[src/core/bcm_regs.svh]
`ifndef BCM_REGS_SVH
`define BCM_REGS_SVH
// Summary of operation
// - XOR variant sets carry to carry XOR selected operand bit.
// - Inverted XOR sets carry to carry XOR complement of operand bit.
// - Bit load copies the selected operand bit into carry.
// - Inverted bit load writes complement of selected bit into carry.
// - Bit store writes carry into the selected operand bit.
// - Inverted bit store writes complement of carry into selected bit.
// - Inverted variants take bit index only from the literal field.
// - Register form: opcode 15..8, invert flag 7, literal index 6..4, register 3..0.
// - Indirect form: two words, pointer then index in 7..4, low nibble 0.
// - Literal three-bit field picks one of eight operand bits.
// - Set, clear, invert, test also accept register-held bit index.

// ---------------------------------------------------------------
// Field positions
// ---------------------------------------------------------------
`define BCM_OPC_HI       15
`define BCM_OPC_LO       8
`define BCM_HI_NIB_HI    7
`define BCM_HI_NIB_LO    4
`define BCM_LO_NIB_HI    3
`define BCM_LO_NIB_LO    0
`define BCM_IDX_MSB      6
`define BCM_INV_BIT      7

// ---------------------------------------------------------------
// Operation codes (byte 15..8)
// ---------------------------------------------------------------
`define BCM_OPC_XOR      8'h75
`define BCM_OPC_LD       8'h77
`define BCM_OPC_ST       8'h67
`define BCM_OPC_SET_R    8'h60
`define BCM_OPC_NOT_R    8'h61
`define BCM_OPC_CLR_R    8'h62
`define BCM_OPC_TST_R    8'h63
`define BCM_OPC_SET_I    8'h70
`define BCM_OPC_NOT_I    8'h71
`define BCM_OPC_CLR_I    8'h72
`define BCM_OPC_TST_I    8'h73
`define BCM_OPC_IND_A    8'h7c
`define BCM_OPC_IND_B    8'h7d
`define BCM_OPC_ABS_A    8'h7e
`define BCM_OPC_ABS_B    8'h7f
`define BCM_ZERO_NIB     4'h0
`define BCM_CARRY_RST    1'b0
`endif

[src/core/bcm_pkg.sv]
package bcm_pkg;
  typedef enum logic [3:0] {
    BCM_NONE  = 4'h0,
    BCM_XOR   = 4'h1,
    BCM_LD    = 4'h2,
    BCM_ST    = 4'h3,
    BCM_SET   = 4'h4,
    BCM_CLR   = 4'h5,
    BCM_NOT   = 4'h6,
    BCM_TST   = 4'h7
  } bcm_op_type;

  typedef enum logic [1:0] {
    BCM_FORM_REG = 2'h0,
    BCM_FORM_IND = 2'h1,
    BCM_FORM_ABS = 2'h2
  } bcm_form_type;
endpackage : bcm_pkg

[src/core/bcm_bit_unit.sv]
`include "bcm_regs.svh"
module bcm_bit_unit
  import bcm_pkg::*;
(
  input  wire logic [7:0] operand,
  input  wire logic [2:0] bit_index,
  input  wire logic       invert,
  input  wire bcm_op_type op,
  input  wire logic       carry_in,
  output logic            carry_out,
  output logic            carry_we,
  output logic            zero_out,
  output logic            zero_we,
  output logic [7:0]      result,
  output logic            result_we
);
  logic sel_bit;
  logic [7:0] mask;

  assign sel_bit = operand[bit_index] ^ invert;
  assign mask    = 8'h01 << bit_index;

  always_comb
  begin
    carry_out = carry_in;
    carry_we  = 1'b0;
    zero_out  = 1'b0;
    zero_we   = 1'b0;
    result    = operand;
    result_we = 1'b0;
    case (op)
      BCM_XOR:
      begin
        carry_out = carry_in ^ sel_bit;
        carry_we  = 1'b1;
      end
      BCM_LD:
      begin
        carry_out = sel_bit;
        carry_we  = 1'b1;
      end
      BCM_ST:
      begin
        // Only the masked bit moves; the rest pass through.
        result    = ((carry_in ^ invert) ? (operand | mask)
                                         : (operand & ~mask));
        result_we = 1'b1;
      end
      BCM_SET:
      begin
        result    = operand | mask;
        result_we = 1'b1;
      end
      BCM_CLR:
      begin
        result    = operand & ~mask;
        result_we = 1'b1;
      end
      BCM_NOT:
      begin
        result    = operand ^ mask;
        result_we = 1'b1;
      end
      BCM_TST:
      begin
        zero_out = ~operand[bit_index];
        zero_we  = 1'b1;
      end
      default:
      begin
        carry_out = carry_in;
      end
    endcase
  end
endmodule : bcm_bit_unit

[src/core/bcm_decoder.sv]
`include "bcm_regs.svh"
module bcm_decoder
  import bcm_pkg::*;
(
  input  wire logic [15:0] word,
  output bcm_op_type       op,
  output logic             invert,
  output logic             reg_index,
  output logic             valid
);
  logic [7:0] opc;
  assign opc = word[`BCM_OPC_HI:`BCM_OPC_LO];

  always_comb
  begin
    op        = BCM_NONE;
    invert    = word[`BCM_INV_BIT];
    reg_index = 1'b0;
    valid     = 1'b1;
    if (opc == `BCM_OPC_XOR)
      op = BCM_XOR;
    else if (opc == `BCM_OPC_LD)
      op = BCM_LD;
    else if (opc == `BCM_OPC_ST)
      op = BCM_ST;
    else if (opc == `BCM_OPC_SET_R || opc == `BCM_OPC_SET_I)
      op = BCM_SET;
    else if (opc == `BCM_OPC_NOT_R || opc == `BCM_OPC_NOT_I)
      op = BCM_NOT;
    else if (opc == `BCM_OPC_CLR_R || opc == `BCM_OPC_CLR_I)
      op = BCM_CLR;
    else if (opc == `BCM_OPC_TST_R || opc == `BCM_OPC_TST_I)
      op = BCM_TST;
    else
      valid = 1'b0;
    // Register-held index forms exist only for set/clear/invert/test.
    if (opc[7:4] == 4'h6 && opc[3:2] == 2'b00)
    begin
      reg_index = 1'b1;
      invert    = 1'b0;
    end
    // Inverted variants never take a register index.
    if (op == BCM_SET || op == BCM_CLR || op == BCM_NOT || op == BCM_TST)
      invert = 1'b0;
  end
endmodule : bcm_decoder

[src/core/bcm_core.sv]
`include "bcm_regs.svh"
module bcm_core
  import bcm_pkg::*;
(
  input  wire logic        clk,
  input  wire logic        reset,
  input  wire logic        insn_valid,
  input  wire logic [15:0] insn_word,
  output logic             insn_ready,
  output logic [3:0]       reg_rd_sel,
  input  wire logic [7:0]  reg_rd_data,
  output logic [3:0]       idx_rd_sel,
  input  wire logic [7:0]  idx_rd_data,
  output logic             reg_we,
  output logic [3:0]       reg_wr_sel,
  output logic [7:0]       reg_wr_data,
  output logic [3:0]       ptr_sel,
  output logic             mem_rd,
  output logic             mem_wr,
  output logic [7:0]       mem_addr,
  output logic [7:0]       mem_wr_data,
  input  wire logic [7:0]  mem_rd_data,
  input  wire logic [7:0]  ptr_data,
  input  wire logic        carry_in,
  output logic             carry_q,
  output logic             carry_we_q,
  output logic             zero_q,
  output logic             zero_we_q,
  output logic             insn_error_q
);
  // ---------------------------------------------------------------
  // State
  // ---------------------------------------------------------------
  typedef enum logic [4:0] {
    ST_IDLE  = 5'b00001,
    ST_WORD2 = 5'b00010,
    ST_READ  = 5'b00100,
    ST_EXEC  = 5'b01000,
    ST_WRITE = 5'b10000
  } bcm_state_type;

  bcm_state_type state_q;
  logic [15:0]  first_q;
  logic [15:0]  second_q;
  logic [7:0]   addr_q;
  logic [7:0]   data_q;
  bcm_form_type form_q;
  logic         memop_q;
  logic [7:0]   wdata_q;
  logic         mwr_q;
  logic         mrd_q;

  bcm_op_type  op;
  logic        invert;
  logic        reg_index;
  logic        dec_valid;
  logic [15:0] dec_word;
  logic [2:0]  bit_index;
  logic [7:0]  operand;
  logic        c_out;
  logic        c_we;
  logic        z_out;
  logic        z_we;
  logic [7:0]  res;
  logic        res_we;
  logic        two_word;
  logic        nib_ok;

  // Second word carries the opcode for indirect/absolute forms.
  assign dec_word = memop_q ? second_q : first_q;
  assign two_word = insn_word[15:8] == `BCM_OPC_IND_A
                 || insn_word[15:8] == `BCM_OPC_IND_B
                 || insn_word[15:8] == `BCM_OPC_ABS_A
                 || insn_word[15:8] == `BCM_OPC_ABS_B;

  bcm_decoder u_dec (
    .word      (dec_word),
    .op        (op),
    .invert    (invert),
    .reg_index (reg_index),
    .valid     (dec_valid)
  );

  // ---------------------------------------------------------------
  // Bit index selection
  // ---------------------------------------------------------------
  assign idx_rd_sel = dec_word[`BCM_HI_NIB_HI:`BCM_HI_NIB_LO];
  always_comb
  begin
    if (reg_index)
      bit_index = idx_rd_data[2:0];
    else
      bit_index = dec_word[`BCM_IDX_MSB:`BCM_HI_NIB_LO];
  end

  assign reg_rd_sel = first_q[`BCM_LO_NIB_HI:`BCM_LO_NIB_LO];
  assign ptr_sel    = first_q[`BCM_HI_NIB_HI:`BCM_HI_NIB_LO];
  assign operand    = memop_q ? data_q : reg_rd_data;

  // Low nibble of word two must be zero; word one's too, except in the absolute form.
  assign nib_ok = !memop_q
    || (second_q[`BCM_LO_NIB_HI:`BCM_LO_NIB_LO] == `BCM_ZERO_NIB
        && (form_q == BCM_FORM_ABS
            || first_q[`BCM_LO_NIB_HI:`BCM_LO_NIB_LO]
               == `BCM_ZERO_NIB));

  bcm_bit_unit u_bit (
    .operand   (operand),
    .bit_index (bit_index),
    .invert    (invert),
    .op        (op),
    .carry_in  (carry_in),
    .carry_out (c_out),
    .carry_we  (c_we),
    .zero_out  (z_out),
    .zero_we   (z_we),
    .result    (res),
    .result_we (res_we)
  );

  assign insn_ready  = state_q == ST_IDLE || state_q == ST_WORD2;
  assign mem_rd      = mrd_q;
  assign mem_wr      = mwr_q;
  assign mem_addr    = addr_q;
  assign mem_wr_data = wdata_q;

  // ---------------------------------------------------------------
  // Sequencer
  // ---------------------------------------------------------------
  always_ff @(posedge clk)
  begin
    if (reset)
    begin
      state_q  <= ST_IDLE;
      first_q  <= 16'h0000;
      second_q <= 16'h0000;
      memop_q  <= 1'b0;
      form_q   <= BCM_FORM_REG;
      addr_q   <= 8'h00;
      data_q   <= 8'h00;
      mrd_q    <= 1'b0;
    end
    else
    begin
      mrd_q <= 1'b0;
      case (state_q)
        ST_IDLE:
          if (insn_valid)
          begin
            first_q <= insn_word;
            memop_q <= two_word;
            form_q  <= insn_word[9] ? BCM_FORM_ABS : BCM_FORM_IND;
            state_q <= two_word ? ST_WORD2 : ST_EXEC;
          end
        ST_WORD2:
          if (insn_valid)
          begin
            second_q <= insn_word;
            addr_q   <= (form_q == BCM_FORM_ABS) ? first_q[7:0] : ptr_data;
            mrd_q    <= 1'b1;
            state_q  <= ST_READ;
          end
        ST_READ:
        begin
          data_q  <= mem_rd_data;
          state_q <= ST_EXEC;
        end
        ST_EXEC:
          state_q <= (memop_q && res_we && dec_valid && nib_ok)
                     ? ST_WRITE : ST_IDLE;
        ST_WRITE:
          state_q <= ST_IDLE;
        default:
          state_q <= ST_IDLE;
      endcase
    end
  end

  // ---------------------------------------------------------------
  // Results
  // ---------------------------------------------------------------
  always_ff @(posedge clk)
  begin
    if (reset)
    begin
      carry_q      <= `BCM_CARRY_RST;
      carry_we_q   <= 1'b0;
      zero_q       <= 1'b0;
      zero_we_q    <= 1'b0;
      reg_we       <= 1'b0;
      reg_wr_sel   <= 4'h0;
      reg_wr_data  <= 8'h00;
      wdata_q      <= 8'h00;
      mwr_q        <= 1'b0;
      insn_error_q <= 1'b0;
    end
    else
    begin
      carry_we_q   <= 1'b0;
      zero_we_q    <= 1'b0;
      reg_we       <= 1'b0;
      mwr_q        <= 1'b0;
      insn_error_q <= 1'b0;
      if (state_q == ST_EXEC)
      begin
        if (!dec_valid || !nib_ok)
          insn_error_q <= 1'b1;
        else
        begin
          carry_q    <= c_out;
          carry_we_q <= c_we;
          zero_q     <= z_out;
          zero_we_q  <= z_we;
          if (res_we && !memop_q)
          begin
            reg_we      <= 1'b1;
            reg_wr_sel  <= reg_rd_sel;
            reg_wr_data <= res;
          end
          if (res_we && memop_q)
          begin
            wdata_q <= res;
            mwr_q   <= 1'b1;
          end
        end
      end
    end
  end
endmodule : bcm_core

[config.mk]
export PLATFORM = sky130hd
export DESIGN_NAME = bcm_core
export DESIGN_NICKNAME = d
export VERILOG_FILES = /design/src/core/bcm_pkg.sv /design/src/core/bcm_bit_unit.sv /design/src/core/bcm_decoder.sv /design/src/core/bcm_core.sv
export VERILOG_INCLUDE_DIRS = /design/src /design/src/core
export SDC_FILE = /design/constraint.sdc
export NUM_CORES = 1
export LEC_CHECK = 0
export ABC_CLOCK_PERIOD_IN_PS = 2630
export BUFFER_PORTS_ARGS = -buffer_cell sky130_fd_sc_hd__buf_2
export CAP_MARGIN = 20
export CORE_UTILIZATION = 40
export CTS_CLUSTER_DIAMETER = 150
export DETAILED_ROUTE_END_ITERATION = 7
export RECOVER_POWER = 50
export SYNTH_ARGS = -nofsm -noshare
export SYNTH_HDL_FRONTEND = slang
export SYNTH_SLANG_ARGS = --single-unit
[constraint.sdc]
create_clock -name clk -period 2.63 [get_ports clk]
set_clock_uncertainty 0.2 [all_clocks]
set_input_delay 0.526 -clock clk [delete_from_list [all_inputs] [get_ports clk]]
set_output_delay 0.526 -clock clk [all_outputs]
set_load 0.01 [all_outputs]
# Yosys cells after proc, flatten, opt, wreduce, memory -nomap -nowiden
# Cells that the tools add are included.
# classes
n_lt_le_gt_ge,1
n_eq_ne,30
shift,1
mux,40
n_bitwise,11
n_reduce_logical,37
# ops
cell,n
$eq 8x7->1 const B,15
$pmux 8 s4,1
$mux 4,7
$mux 8,3
$eq 4x3->1 const B,5
$pmux 5 s4,1
$mux 1,19
$mux 16,1
$mux 5,3
$logic_or 1x1->1,14
$and 8x8->8,1
$eq 4x2->1 const B,2
$logic_not 4->1,2
$not 8->8,1
$or 8x8->8,1
$reduce_and 2->1,4
$shl 1x3->8 const A,1
$xor 8x8->8,1
$logic_and 1x1->1,6
$mux 3,2
$reduce_and 3->1,2
$reduce_or 2->1,3
$eq 5x1->1 const B,1
$eq 5x2->1 const B,1
other kinds (15),23
# word_totals
register_bits,84
in_bits,52
out_inout_bits,49
wordCells,138

# Logic depth before layout (Yosys ltp)
# depth
depth_word,18
ltp_mapped,15
depth_no_buf,12

# Cells and area by module
# Synthesis repeated with hierarchy kept, for this count alone.
# unflattened
cells_unflattened,552
area_unflattened_um2,4631.9
# modules_own_cells
mod,n_inst,cells_each,area_per_inst_um2,seq_area_each_um2
bcm_core,1,403,3594.7,1661.6
bcm_bit_unit,1,134,933.4,0.0
bcm_decoder,1,15,103.8,0.0

# Worst setup path before layout
# No wires, ideal clock.
# synth_timing
path_kind,reg2reg
from,reg memop_q
to,reg reg_wr_data[0]
setup_ps,134
arrival_time_ps,2474
t_required_ps,2296
slack_ps,-178
path_stages_with_launch,11
synth_period_minus_slack_ps,2808
path_cell_list,dfxtp_1 buf_6 and4bb_4 o221ai_2 mux2i_1 nand2_1 ha_1 a22oi_1 o22ai_1 a311oi_1 a211oi_1
# synth_between
elab_chain_len,18
# synth_rtl
element,line_no,source
"start, declared",bcm_core.sv:48,logic memop_q;
"start signal, assigned",bcm_core.sv:151,memop_q <= two_word;
$mux 16,bcm_core.sv:70,assign dec_word = memop_q ? second_q : first_q;
$eq 8x7->1 (no source line),--,
$logic_or 1x1->1 (no source line),--,
$mux 3,bcm_decoder.sv:32,else if (opc == `BCM_OPC_TST_R || opc == `BCM_OPC_TST_I)
$mux 4,bcm_decoder.sv:30,else if (opc == `BCM_OPC_CLR_R || opc == `BCM_OPC_CLR_I)
$mux 4,bcm_decoder.sv:28,else if (opc == `BCM_OPC_NOT_R || opc == `BCM_OPC_NOT_I)
$mux 4,bcm_decoder.sv:26,else if (opc == `BCM_OPC_SET_R || opc == `BCM_OPC_SET_I)
$mux 4,bcm_decoder.sv:24,else if (opc == `BCM_OPC_ST)
$mux 4,bcm_decoder.sv:22,else if (opc == `BCM_OPC_LD)
$mux 4,bcm_decoder.sv:20,if (opc == `BCM_OPC_XOR)
$eq 4x3->1,"bcm_bit_unit.sv:31, bcm_decoder.sv:43",
$logic_or 1x1->1 (3 in a row),bcm_decoder.sv:43,if (op == BCM_SET || op == BCM_CLR || op == BCM_NOT || op == BCM_TST)
$mux 1,bcm_decoder.sv:43,
$xor 1x1->1,bcm_bit_unit.sv:45,result = ((carry_in ^ invert) ? (operand | mask)
$mux 8,bcm_bit_unit.sv:45,
$pmux 8 s4,bcm_bit_unit.sv:31,case (op)
"end signal, assigned",bcm_core.sv:218,reg_wr_data <= res;
"end, declared",bcm_core.sv:16,"output logic [7:0] reg_wr_data,"
# Several ways; a longest one is shown, not always the timed one.
# A chain may end at the register's enable or synchronous reset.

# Final worst setup path
# layout_timing
from,reg memop_q
to,reg wdata_q[2] (netlist: mem_wr_data[2])
# layout_between
elab_chain_len,18
# layout_rtl
element,line_no,source
$mux 16,bcm_core.sv:70,
$eq 8x7->1 (no source line),--,
$logic_or 1x1->1 (no source line),--,
$mux 3,bcm_decoder.sv:32,
$mux 4,bcm_decoder.sv:30,
$mux 4,bcm_decoder.sv:28,
$mux 4,bcm_decoder.sv:26,
$mux 4,bcm_decoder.sv:24,
$mux 4,bcm_decoder.sv:22,
$mux 4,bcm_decoder.sv:20,
$eq 4x3->1,"bcm_bit_unit.sv:31, bcm_decoder.sv:43",
$logic_or 1x1->1 (3 in a row),bcm_decoder.sv:43,
$mux 1,bcm_decoder.sv:43,
$xor 1x1->1,bcm_bit_unit.sv:45,
$mux 8,bcm_bit_unit.sv:45,
$pmux 8 s4,bcm_bit_unit.sv:31,
"end signal, assigned",bcm_core.sv:222,wdata_q <= res;
"end, declared",bcm_core.sv:49,logic [7:0] wdata_q;
# Several ways; a longest one is shown, not always the timed one.

==> results.cfg <==
[synthesis]
syn_nets = 615
synthMuxAreaShare_pct = 9.426
synthTopCellsByArea = dfxtp_1 37%, nand2_1 8.5%, mux2i_1 6.2%, nor2_1 4.9%, a21oi_1 4.8%
yosysTopAreaCell = dfxtp_1
synth_compound_area_share_pct = 18.71
synth_top_family_by_area = simple AND/OR/NAND/NOR gates
synthSimpleGateAreaFrac_pct = 23.87
synthCells = 547
synth_flop_cell = dfxtp_1
synth_fa_ha_area_share_pct = 4.462
yosysWarnings = 0
synth-seq-cells = 83
synth-async-reset-ratio_pct = 0
synth.avg_cell_area_um2 = 8.203
ys_types = 63
syn_area_mm2 = 0.004487
seq_area_frac_synth_pct = 37.03
synth_edf_count = 0
netlist.area_leader.share_pct = 37.03
synth-xor-area-share_pct = 0.5577

[clock_network]
cts_tree = done
clock_latency_ns = 0.36
cts_sinks = 83
cts_htree_levels = 3
clockRootBuffer = clkbuf_8
cts_hold_buf = 0
numCtsBuffers = 9
clockBufferDepth = 2
path_clk_slew_ns = 0.08

[floorplan]
die_w_um = 107.9
num_rows = 38
start_util_pct = 41.21
dieArea_mm2 = 0.01164
die_h_um = 107.9
core-area_mm2 = 0.01089
pin_count = 101

[cells_and_area]
final.fill_count = 1032
nNetsFinal = 791
diodes = 0
drive_gt1_share_pct = 34.02
areaGrowthSynthToFinish_pct = 40.30

[drt]
routedWlPerCell_um = 15.98
route.vias.total = 4648
totalWireLength_um = 13840
drt-pass1-iter-count = 5
routed_via_density = 5.367
route.detailed.drc = 0
drt_iter0_drc = 243
antenna_violating_nets_post_route = 0

[worst_setup_path]
cpPeakStageDelay_ns = 0.37
r2r-start = memop_q
r2r_end = mem_wr_data[2]
cp_cell_sequence = buf_6, and4bb_4, o221ai_4, buf_6, nor3_4, a21oi_2, ha_1, a22oi_2, nor2_1, a311oi_2, buf_4, a211oi_2
crit_type = reg -> reg
crit_slowest_cell = and4bb_4
worstRegToRegCells = 12
crit_buf_inv = 3
rrSetupSlack_ns = -0.24
crit_path_frequent_cell = buf_6
worst_setup_path_start_kind = flop
endpoint_kind = flop
arrival_ns = 2.90
crit_end = mem_wr_data[2]
startpoint = memop_q
timing.critical_path.fanout_max = 5
cp_data_required_time_ns = 2.67
cp_top_family = compound AO/OA/AOI/OAI gates
path_depth = 12

[power]
cellPowerDensity_mw_per_mm2 = 412.7
finalPower_mw = 2.598
p_leak_nw = 2.536
vdd_drop_max_mv = 0.3583

[place]
port_buffers = 95
dp_hpwl_um = 9652
gp_congestion = 0.9046

[global_route]
grt.total_usage_pct = 24.57
grt_max_degree = 41
antenna_found_initial = 0
grt_overflow = 0
grt_pass1_wl_um = 22090
grt_pass1_vias = 4520

[sta]
fmax_mhz = 348.8
setup_viol = 18
max_slew_margin_pct = 38.93
final.min_clock_period_ns = 2.867
hold_violations = 0
fin_crit_sh_pct = 109.0
rsz0062_at_grt = yes
fin_ws_ns = -0.2371
worstMarginPinSlew_ns = 0.9160
whs_ns = 0.1984
maxSlewViolCount = 0

[outcome]
outcome = complete, but fails checks
failed_checks = negative setup slack

[job]
drv_cap = 0

[hold_path]
hp-class = in -> reg
-- through the flow --
step | cells | setup TNS, ns | setup WS [ns] | area, um^2 | util (%)
after floorplan | 547 | -0.02496 | -0.01170 | 4589 | -
after global placement | 819 | -4.191 | -0.3830 | 5597 | 51.40
after detailed placement | 819 | -4.925 | -0.4381 | 5597 | 51.40
after CTS | 855 | -2.188 | -0.2047 | 6143 | 56.42
after global routing | 866 | -5.004 | -0.3256 | 6295 | 57.81
final | 866 | -2.740 | -0.2371 | 6295 | 57.81
-- Yosys cell counts, drive strengths merged (11+ instances only) --
master    n
clkbuf   21
inv      12
ha       16
nor2     59
dfxtp    83
a211oi   23
o21ai    18
buf      20
mux2i    29
nand2   102
a311oi   11
a21oi    44
-- flip-flops by register name, indices dropped and copies added, names as in the netlist --
register / flops
carry_q: 1
carry_we_q: 1
data_q: 8
first_q: 16
form_q: 1
insn_error_q: 1
mem_addr: 8
mem_rd: 1
mem_wr: 1
mem_wr_data: 8
memop_q: 1
reg_we: 1
reg_wr_data: 8
reg_wr_sel: 4
second_q: 16
state_q: 5
zero_q: 1
zero_we_q: 1
-- layer usage --
layer,up-vias,track usage (%),share of wire (%)
met4,0,9.100,2.8
li1,2298,-,-
met2,128,42.72,49
met1,2198,29.02,43
met5,-,0,0
met3,24,6.235,5.4
-- cell type report --
cell class              instances  area [um^2]  share of cell area (%)
multi-input cells             412         2943                   46.75
flip-flops and latches         83         1665                   26.46
repair buffers                205         1318                   20.93
well taps                     140        175.2                   2.783
clock buffers                  11        131.4                   2.087
inverters                      12        45.04                  0.7156
clock inverters                 3        17.52                  0.2783
-- tightest hold or removal path, delay by kind of cell --
kind                   cells  cell delay (ns)
muxes                      1             0.05
and+or+nand+nor            1             0.07
buffers and inverters      1             0.07
-- power by group --
part | internal (mW) | switching [mW] | leakage, nW | total, mW
clock | 0.330 | 0.442 | 0.0750 | 0.771
combinational | 0.244 | 0.289 | 1.79 | 0.533
sequential | 1.28 | 0.0177 | 0.672 | 1.29
-- worst min-delay path by stage --
stage,start,endpoint,slack [ns],cells after the start
4_1_cts,mem_rd_data[3],data_q[3],0.18,3
3_3_place_gp,reg_wr_sel[0],reg_wr_sel[0],0.24,2
6_report,mem_rd_data[3],data_q[3],0.20,3
2_1_floorplan,second_q[7],second_q[7],0.23,2
5_1_grt,mem_rd_data[3],data_q[3],0.19,3
3_5_place_dp,reg_wr_sel[2],reg_wr_sel[2],0.25,2
-- cell families (layout without fill, tap and decap cells) --
logic type               count (synthesis)  count (layout)
multiplexers                            39              39
XOR/XNOR                                 2               2
buffers and inverters                   53             231
flip-flops                              83              83
AND/OR/NAND/NOR                        227             227
adder cells (fa/ha/maj)                 16              16
AO/OA/AOI/OAI                          127             128
-- cell usage in the layout (no fill, tap or decap), types with 4 or more instances in the layout --
master	netlist	layout
nor4_1	4	4
buf_6	3	10
ha_4	0	5
and3_1	5	4
mux2i_1	28	25
nor2_1	58	55
nor3_1	9	7
a31oi_1	6	5
buf_12	0	5
nand3_1	10	7
a21oi_1	43	42
nand2b_1	4	4
a211oi_1	23	20
clkbuf_8	0	9
nand2_1	102	96
ha_1	16	10
mux2_2	7	5
a22oi_2	0	5
clkbuf_1	21	49
o21ai_0	15	8
buf_2	6	58
buf_4	10	85
nor2b_1	5	4
a311oi_2	1	6
mux2_4	2	5
inv_1	12	12
a311oi_1	10	5
dfxtp_1	83	82
o21ai_1	3	8
-- what timing repair did --
item,CTS,global route
setup buffers,21,13
pin swaps,21,35
endpoints found under the setup margin,19,24
gates cloned,2,0
gates resized for setup,47,35
(Power assumes the default switching activity.)
